**config.mk**
```make
export PLATFORM = sky130hd
export DESIGN_NAME = fan_ctrl_config_lock_bank
export DESIGN_NICKNAME = d
export VERILOG_FILES = /design/src/design/fan_cfg_pkg.sv /design/src/design/fan_start_temp_interval_timer.sv /design/src/design/fan_ctrl_config_lock_bank.sv
export SDC_FILE = /design/constraint.sdc
export NUM_CORES = 1
export LEC_CHECK = 0
export BUFFER_PORTS_ARGS = -buffer_cell sky130_fd_sc_hd__buf_2
export CAP_MARGIN = 20
export CORE_AREA = 2 2 102 104
export DETAILED_ROUTE_END_ITERATION = 10
export DIE_AREA = 0 0 104 106
export GPL_ROUTABILITY_DRIVEN = 1
export PLACE_DENSITY = 0.83
export SLEW_MARGIN = 20
export SYNTH_ARGS = -nofsm -noshare
export SYNTH_HDL_FRONTEND = slang
export SYNTH_HIERARCHICAL = 1
export SYNTH_SLANG_ARGS = --single-unit
```
**constraint.sdc**
```tcl
create_clock -name clk -period 9.11 [get_ports clk]
set_input_delay 1.3665 -clock clk [delete_from_list [all_inputs] [get_ports clk]]
set_output_delay 1.3665 -clock clk [all_outputs]
set_load 0.02 [all_outputs]
```
**src/design/fan_cfg_pkg.sv**
```systemverilog
package fan_cfg_pkg;

   //////////////////////////////////////////////////////////////////////////////
   // Register offsets
   localparam logic [7:0] ADDR_REMOTE_MSB = 8'h36;
   localparam logic [7:0] ADDR_REMOTE_CYC = 8'h37;
   localparam logic [7:0] ADDR_PWM1_CEIL = 8'h38;
   localparam logic [7:0] ADDR_PWM2_CEIL = 8'h39;
   localparam logic [7:0] ADDR_PWM3_CEIL = 8'h3A;
   localparam logic [7:0] ADDR_MAIN_CFG = 8'h40;

   //////////////////////////////////////////////////////////////////////////////
   // Reset values
   localparam logic [7:0] RST_PWM_CEIL = 8'hFF;
   localparam logic [7:0] RST_MAIN_CFG = 8'h01;
   localparam logic [7:0] RST_REMOTE = 8'h00;
   localparam logic [7:0] UNMAPPED_READ = 8'h00;

   //////////////////////////////////////////////////////////////////////////////
   // Field positions
   localparam int REMOTE_MSB_BIT = 0;
   localparam int REMOTE_LOW_HI = 7;
   localparam int REMOTE_LOW_LO = 6;

   // Main configuration layout, bit 7 first
   typedef struct packed {
      logic supplyScale5v;
      logic busTimeoutSelect;
      logic spinupPulseBypass;
      logic corePowerReport;
      logic allFansMax;
      logic ready;
      logic lock;
      logic monitorGo;
   } main_cfg_s;

   //////////////////////////////////////////////////////////////////////////////
   // Timing
   localparam int CYC_W = 12;
   localparam logic [CYC_W-1:0] DEC_BASE_CYCLES = 12'h008;
   localparam logic [CYC_W-1:0] INC_BASE_CYCLES = 12'h010;
   localparam int CLK_PERIOD_NS = 50;
   localparam int PWRUP_TIME_NS = 10000;
   localparam int PWRUP_CYCLES = (PWRUP_TIME_NS + CLK_PERIOD_NS - 1) / CLK_PERIOD_NS;

   // Adjustment pulses of the minimum fan-start temperature loop
   typedef struct packed {
      logic adjustDecrease;
      logic adjustIncrease;
   } temp_step_s;

endpackage

```
**src/design/fan_start_temp_interval_timer.sv**
```systemverilog
`timescale 1ns/10ps
module fan_start_temp_timer (
   input wire logic clk,
   input wire logic rst,
   input wire logic [2:0] cycleCode,
   input wire logic monitorTick,
   output fan_cfg_pkg::temp_step_s step
);
   logic [fan_cfg_pkg::CYC_W-1:0] decCount_reg, decCount_next;
   logic [fan_cfg_pkg::CYC_W-1:0] incCount_reg, incCount_next;
   logic [fan_cfg_pkg::CYC_W-1:0] decLimit, incLimit;
   fan_cfg_pkg::temp_step_s step_next;
   logic decHit, incHit;

   //////////////////////////////////////////////////////////////////////////////
   // Intervals double per code step, counted in monitoring cycles
   always_comb begin
      decLimit = fan_cfg_pkg::DEC_BASE_CYCLES << cycleCode;
      incLimit = fan_cfg_pkg::INC_BASE_CYCLES << cycleCode;
      // Compare with >= so a shorter code taken mid-interval still fires
      decHit = monitorTick && (decCount_reg >= decLimit - 12'h001);
      incHit = monitorTick && (incCount_reg >= incLimit - 12'h001);
      decCount_next = decCount_reg;
      incCount_next = incCount_reg;
      if (monitorTick) begin
         decCount_next = decHit ? 12'h000 : decCount_reg + 12'h001;
         incCount_next = incHit ? 12'h000 : incCount_reg + 12'h001;
      end
      step_next.adjustDecrease = decHit;
      step_next.adjustIncrease = incHit;
   end

   always_ff @(posedge clk or posedge rst) begin
      if (rst) begin
         decCount_reg <= 12'h000;
         incCount_reg <= 12'h000;
         step <= '0;
      end else begin
         decCount_reg <= decCount_next;
         incCount_reg <= incCount_next;
         step <= step_next;
      end
   end
endmodule

```
**src/design/fan_ctrl_config_lock_bank.sv**
```systemverilog
// What this block does
// - Cycle code picks decrease/increase intervals doubling per step, 8/16 up to 1024/2048.
// - Cycle code spaces successive fan-start temperature adjustments in monitoring cycles.
// - Remote code low bits are 0x37 bits 7:6; its top bit lives in 0x36.
// - With lock set, lockable registers become read-only and writes are ignored.
// - Three lockable duty ceiling registers, one per PWM output, reset to 0xFF.
// - Main configuration resets to 0x01: monitoring enabled, other bits clear.
// - Go bit 1 uses programmed limits; 0 uses defaults but keeps programmed values.
// - After locking, the go bit is frozen at its current value.
// - Lock is write-once and holds every lockable register until power cycles.
// - Ready bit reads 1 once power-up has finished.
// - Full-speed bit runs all fans flat out, resets 0, never locks.
// - Core power report flag is a lockable read/write bit.
// - Spin-up bypass holds PWM high for whole timeout instead of two pulses.
// - Bus timeout select is lockable; 1 enables the bus timeout feature.
// - Lockable supply scale bit: 1 measures supply as 5 V, 0 as 3.3 V.
`timescale 1ns/10ps
module fan_ctrl_config_lock_bank #(
   parameter int POWERUP_CYCLES = fan_cfg_pkg::PWRUP_CYCLES
) (
   input wire logic clk,
   input wire logic rst,
   input wire logic [7:0] regAddr,
   input wire logic regWrite,
   input wire logic [7:0] regWrData,
   input wire logic regRead,
   input wire logic monitorTick,
   output logic [7:0] regRdData,
   output logic regRdValid,
   output logic regWrAck,
   output logic [7:0] pwmLimit [3],
   output fan_cfg_pkg::main_cfg_s cfgOut,
   output fan_cfg_pkg::temp_step_s remoteStep
);
   logic [7:0] pwmCeil_reg [3];
   logic [7:0] pwmCeil_next [3];
   fan_cfg_pkg::main_cfg_s cfg_reg, cfg_next, wrCfg;
   logic [7:0] remoteMsb_reg, remoteMsb_next, remoteCyc_reg, remoteCyc_next;
   logic [7:0] pwmLimit_next [3];
   logic [7:0] rdData_next;
   logic [15:0] pwrCount_reg, pwrCount_next;
   logic ready_reg, ready_next;
   logic locked;
   logic [2:0] remoteCode;

   //////////////////////////////////////////////////////////////////////////////
   // Register writes; lock gates every lockable field
   always_comb begin
      locked = cfg_reg.lock;
      wrCfg = fan_cfg_pkg::main_cfg_s'(regWrData);
      pwmCeil_next = pwmCeil_reg;
      cfg_next = cfg_reg;
      remoteMsb_next = remoteMsb_reg;
      remoteCyc_next = remoteCyc_reg;
      if (regWrite && !locked) begin
         for (int i = 0; i < 3; i++) begin
            if (regAddr == fan_cfg_pkg::ADDR_PWM1_CEIL + 8'(i)) begin
               pwmCeil_next[i] = regWrData;
            end
         end
         if (regAddr == fan_cfg_pkg::ADDR_REMOTE_MSB) begin
            remoteMsb_next = regWrData;
         end
         if (regAddr == fan_cfg_pkg::ADDR_REMOTE_CYC) begin
            remoteCyc_next = regWrData;
         end
      end
      if (regWrite && regAddr == fan_cfg_pkg::ADDR_MAIN_CFG) begin
         // Never-locked fields update in both states
         cfg_next.allFansMax = wrCfg.allFansMax;
         cfg_next.spinupPulseBypass = wrCfg.spinupPulseBypass;
         if (!locked) begin
            cfg_next.monitorGo = wrCfg.monitorGo;
            cfg_next.lock = wrCfg.lock;
            cfg_next.corePowerReport = wrCfg.corePowerReport;
            cfg_next.busTimeoutSelect = wrCfg.busTimeoutSelect;
            cfg_next.supplyScale5v = wrCfg.supplyScale5v;
         end
      end
      cfg_next.ready = 1'b0; // Read side shows the live ready flag instead
   end

   //////////////////////////////////////////////////////////////////////////////
   // Power-up sequencing; lock clears only on reset, so only power loss unlocks
   always_comb begin
      pwrCount_next = pwrCount_reg;
      ready_next = ready_reg;
      if (!ready_reg) begin
         if (pwrCount_reg == 16'(POWERUP_CYCLES - 1)) begin
            ready_next = 1'b1;
         end else begin
            pwrCount_next = pwrCount_reg + 16'h0001;
         end
      end
   end

   //////////////////////////////////////////////////////////////////////////////
   // Read mux and outputs, all registered
   always_comb begin
      unique case (regAddr)
         fan_cfg_pkg::ADDR_REMOTE_MSB: rdData_next = remoteMsb_reg;
         fan_cfg_pkg::ADDR_REMOTE_CYC: rdData_next = remoteCyc_reg;
         fan_cfg_pkg::ADDR_PWM1_CEIL: rdData_next = pwmCeil_reg[0];
         fan_cfg_pkg::ADDR_PWM2_CEIL: rdData_next = pwmCeil_reg[1];
         fan_cfg_pkg::ADDR_PWM3_CEIL: rdData_next = pwmCeil_reg[2];
         fan_cfg_pkg::ADDR_MAIN_CFG: rdData_next = {cfg_reg[7:3], ready_reg, cfg_reg[1:0]};
         default: rdData_next = fan_cfg_pkg::UNMAPPED_READ;
      endcase
   end

   // Per output: defaults while stopped, stored values survive untouched
   for (genvar g = 0; g < 3; g++) begin : g_limit
      always_comb begin
         pwmLimit_next[g] = cfg_reg.monitorGo ? pwmCeil_reg[g] : fan_cfg_pkg::RST_PWM_CEIL;
      end
   end

   always_ff @(posedge clk or posedge rst) begin
      if (rst) begin
         for (int i = 0; i < 3; i++) begin
            pwmCeil_reg[i] <= fan_cfg_pkg::RST_PWM_CEIL;
            pwmLimit[i] <= fan_cfg_pkg::RST_PWM_CEIL;
         end
         cfg_reg <= fan_cfg_pkg::RST_MAIN_CFG;
         cfgOut <= fan_cfg_pkg::RST_MAIN_CFG;
         remoteMsb_reg <= fan_cfg_pkg::RST_REMOTE;
         remoteCyc_reg <= fan_cfg_pkg::RST_REMOTE;
         pwrCount_reg <= 16'h0000;
         ready_reg <= 1'b0;
         regRdData <= 8'h00;
         regRdValid <= 1'b0;
         regWrAck <= 1'b0;
      end else begin
         pwmCeil_reg <= pwmCeil_next;
         pwmLimit <= pwmLimit_next;
         cfg_reg <= cfg_next;
         cfgOut <= {cfg_reg[7:3], ready_reg, cfg_reg[1:0]};
         remoteMsb_reg <= remoteMsb_next;
         remoteCyc_reg <= remoteCyc_next;
         pwrCount_reg <= pwrCount_next;
         ready_reg <= ready_next;
         regRdData <= regRead ? rdData_next : regRdData;
         regRdValid <= regRead;
         regWrAck <= regWrite; // Every write answered, even when dropped
      end
   end

   //////////////////////////////////////////////////////////////////////////////
   // Remote channel adjustment timer, ticking only while monitoring runs
   always_comb begin
      remoteCode = {remoteMsb_reg[fan_cfg_pkg::REMOTE_MSB_BIT],
                    remoteCyc_reg[fan_cfg_pkg::REMOTE_LOW_HI:fan_cfg_pkg::REMOTE_LOW_LO]};
   end

   fan_start_temp_timer u_remote_timer (
      .clk(clk),
      .rst(rst),
      .cycleCode(remoteCode),
      .monitorTick(monitorTick && cfg_reg.monitorGo),
      .step(remoteStep)
   );
endmodule

```
==> flow_summary_export.csv <==
group,metric,value,unit
logic_synthesis,postSynthNetCount,540,
critical_path,required,9550,ps
power,seq_power_share,0.433,
sta,total_neg_setup_slack,0,ps
sta,finalWorstSetupSlack,6150,ps
global_route,gr-total-overflow,0,
power,leakage,3.12,nW
sta,setup_repair_after_global_routing_missed_its_margin,"false",
critical_path,worst-path-max-fanout,14,
global_route,track_usage,0.248,
floorplan,dieHeight,106,um
sta,worst_clock_skew,7.15,ps
place,detailed_place_hpwl,8230,um
global_route,grt_pass1_vias,4413,
floorplan,floorplan.die_area,11000,sq um
hold_path,holdCritPathClass,"reg2reg",
power,portion_of_total_power_attributed_to_the_clock_network,0.469,
cts,postCtsSetupRepairBufs,0,
critical_path,critPathKind,"reg2reg",
global_route,antenna_violations_before_repair,0,
logic_synthesis,syn_avg_cell_area,11.9,sq um
sta,timing.max_slew.rel_slack,0.409,
power,power_switching_share,0.246,
layout,fillCellCount,658,
job,maxCapViolations,0,
cts,cts_hold_buf,0,
route,vias_per_cell,5.92,
sta,post_layout_minimum_cycle_time,2960,ps
layout,area_growth_synth_to_finish,17.1,%
critical_path,cp_cell_sequence,"nor3_1 -> ha_1 -> a31o_1 -> a21oi_1 -> o21ai_1 -> a2111o_1 -> or4b_1 -> o211ai_1",
route,first_pass_iters,4,
floorplan,die_w,104,um
cts,clock_path_buffers,2,
sta,worst_slew_pin_slew,886,ps
power,max-vdd-ir-drop,0.138,mV
logic_synthesis,synth.cell_area,6050,sq um
cts,clock_tree_from_tritoncts,"done",
layout,drive_gt1_frac,0.355,
status,outcome,"finished clean",
floorplan,design.core.area,10000,sq um
logic_synthesis,netlist.top_cell.by_area,"sky130_fd_sc_hd__dfrtp_1",
power,comb_power_share,0.098,
critical_path,slowest_stage,"sky130_fd_sc_hd__a2111o_1",
logic_synthesis,synth_top_cells_by_count,"sky130_fd_sc_hd__dfrtp_1, sky130_fd_sc_hd__dfstp_2, sky130_fd_sc_hd__mux2_2, sky130_fd_sc_hd__nor2_1, sky130_fd_sc_hd__nand2_1",
logic_synthesis,synth_warnings,6,
critical_path,timing.critical_path.to_type,"flop",
route,routed_wl,12900,um
cts,clk_pin_slew_worst_paths,60,ps
route,number_of_drc_markers_in_iteration_0,245,
cts,cts.repair.resized,0,
floorplan,pin_count,65,
layout,fin_util,0.709,
power,intPower,1.17,mW
route,route.vias.total,4238,
global_route,largest_net_degree_at_the_start_of_global_routing,75,
sta,timing_max_transition_violations_final,0,
place,final_wtd_congestion,0.884,
floorplan,std_cell_rows,37,
logic_synthesis,yosysTopAreaCellShare,0.339,
layout,n_antenna_cell,0,
logic_synthesis,synth_enable_flop_cells,0,
power,power_per_unit_of_standard_cell_area,218,nW/um^2
place,pre_cts_ws,5740,ps
logic_synthesis,netlist_top_cells_area,"sky130_fd_sc_hd__dfrtp_1, sky130_fd_sc_hd__dfstp_2, sky130_fd_sc_hd__mux2_2",
critical_path,worst_path_largest_cell_delay,560,ps
critical_path,timing.critical_path.arrival,3400,ps
cts,clock_insertion_delay_worst_skew,530,ps
cts,cts_sinks,132,
sta,final-setup-viol-count,0,
critical_path,timing.critical_path.from_type,"flop",
route,wire_per_inst,18.0,um
route,antenna_left,0,
route,drcViolationCount,0,
logic_synthesis,ys_seq_elements,132,
logic_synthesis,seq_area_frac_synth,0.556,
logic_synthesis,ys_dominant_reg_cell,"sky130_fd_sc_hd__dfrtp_1",
logic_synthesis,post-synth-top-count-cell,"sky130_fd_sc_hd__dfrtp_1",
global_route,grt_first_pass_wirelength,21700,um
sta,hold_viol,0,
cts,cts_htree_levels,4,
layout,layout_nets,600,
logic_synthesis,synth_cells,507,
floorplan,initial_utilization,0.605,
logic_synthesis,synthDistinctLibCells,58,
power,power.net_switching,0.381,mW
sta,fraction_of_the_cycle_the_final_worst_path_needs,0.325,
cts,clockRootBuffer,"sky130_fd_sc_hd__clkbuf_8",
cts,cts-buffers-inserted,17,
power,final_total_power,1.55,mW
place,numPortBuffers,64,
logic_synthesis,async_s_r_ff_share_synth,1.00,
sta,max_freq,338,MHz
area by class of cell:
class	count	area [sq um]	share of cell area
flip-flops and latches	132	3370	0.475
multi-input cells	336	2510	0.354
clock buffers	19	422	0.0595
repair buffers	68	370	0.0523
clock inverters	13	206	0.0291
well taps	136	170	0.0240
inverters	12	47.5	0.00671
final timing paths:
| path | startpoint | slack [ps] | end | cells past startpoint |
|---|---|---|---|---|
| max | remoteCyc_reg[7] | 6150 | u_remote_timer/decCount_reg[4] | 8 |
| max reg2reg | remoteCyc_reg[7] | 6150 | u_remote_timer/decCount_reg[4] | 8 |
| min | cfg_reg[7] | 400 | cfgOut[7] | 0 |
| min in group asynchronous | rst | 840 | pwrCount_reg[11] | 2 |
| min reg2reg | cfg_reg[7] | 400 | cfgOut[7] | 0 |
| max in group asynchronous | rst | 7050 | cfg_reg[4] | 3 |
power groups by stage:
stage | Sequential, mW | Combinational, mW | Clock, mW
floorplan | 0.678 | 0.105 | 0
global placement | 0.675 | 0.142 | 0
detailed placement | 0.678 | 0.149 | 0
CTS | 0.669 | 0.152 | 0.733
global route | 0.676 | 0.171 | 0.758
finish | 0.669 | 0.152 | 0.726
placed cells by master, fill, tap and decap left out, types with 3 or more instances in the layout:
cell type	synthesis	routed
sky130_fd_sc_hd__a21oi_1	4	4
sky130_fd_sc_hd__nand2_1	30	30
sky130_fd_sc_hd__a21o_1	3	3
sky130_fd_sc_hd__nor2_1	39	39
sky130_fd_sc_hd__o21ai_0	5	5
sky130_fd_sc_hd__nand2b_1	28	28
sky130_fd_sc_hd__and3b_1	3	3
sky130_fd_sc_hd__nor3_1	5	5
sky130_fd_sc_hd__clkbuf_16	0	16
sky130_fd_sc_hd__o21a_1	3	3
sky130_fd_sc_hd__xnor2_1	21	21
sky130_fd_sc_hd__bufinv_16	0	5
sky130_fd_sc_hd__buf_2	9	64
sky130_fd_sc_hd__dfrtp_1	82	82
sky130_fd_sc_hd__nand4_1	15	15
sky130_fd_sc_hd__a22o_1	10	10
sky130_fd_sc_hd__mux2i_1	8	8
sky130_fd_sc_hd__and2_1	4	4
sky130_fd_sc_hd__xor2_1	9	9
sky130_fd_sc_hd__o2bb2ai_1	8	8
sky130_fd_sc_hd__a31oi_1	9	9
sky130_fd_sc_hd__nor2b_1	4	4
sky130_fd_sc_hd__mux2_2	49	49
sky130_fd_sc_hd__ha_1	12	12
sky130_fd_sc_hd__dfstp_2	50	50
sky130_fd_sc_hd__nor4_1	5	5
sky130_fd_sc_hd__clkinv_2	0	3
sky130_fd_sc_hd__buf_4	0	3
sky130_fd_sc_hd__o22ai_1	3	3
sky130_fd_sc_hd__a22oi_1	8	8
sky130_fd_sc_hd__and3_1	4	4
sky130_fd_sc_hd__nand3_1	16	16
sky130_fd_sc_hd__inv_1	12	11
per-stage QoR:
stage	cell area (sq um)	std cells	hold slack, ps
detailed placement	6430	683	396
global placement	6430	683	395
global route	7090	716	424
floorplan	6050	507	369
CTS	7060	715	409
finish	7090	716	404
worst max-delay path: cells and delay by family, from the launching register on:
| kind | cells | cell delay [ps] |
|---|---|---|
| AOI/OAI and AO/OA | 5 | 1100 |
| and+or+nand+nor | 2 | 920 |
| DFF | 1 | 540 |
| adders and majority gates | 1 | 300 |
logic make-up (layout without fill, tap and decap cells):
| family | count (synthesis) | count (layout) | share of synthesized area |
|---|---|---|---|
| AOI/OAI and AO/OA | 67 | 67 | 0.0835 |
| xor gates and xnor gates | 31 | 31 | 0.0461 |
| adders and majority gates | 12 | 12 | 0.0248 |
| buffers and inverters | 39 | 112 | 0.0298 |
| DFF | 132 | 132 | 0.556 |
| muxes | 57 | 57 | 0.104 |
| other | 1 | 1 | 0.000620 |
| and+or+nand+nor | 168 | 168 | 0.155 |
layer usage:
layer | part of all wire | track usage | vias up | routed length, um
met5 | 0 | 0 | - | 0
met4 | 0.026 | 0.117 | 0 | 336
met3 | 0.052 | 0.0564 | 34 | 668
met2 | 0.52 | 0.422 | 151 | 6730
met1 | 0.40 | 0.302 | 2127 | 5160
li1 | - | - | 1926 | -
(Power assumes the default switching activity.)
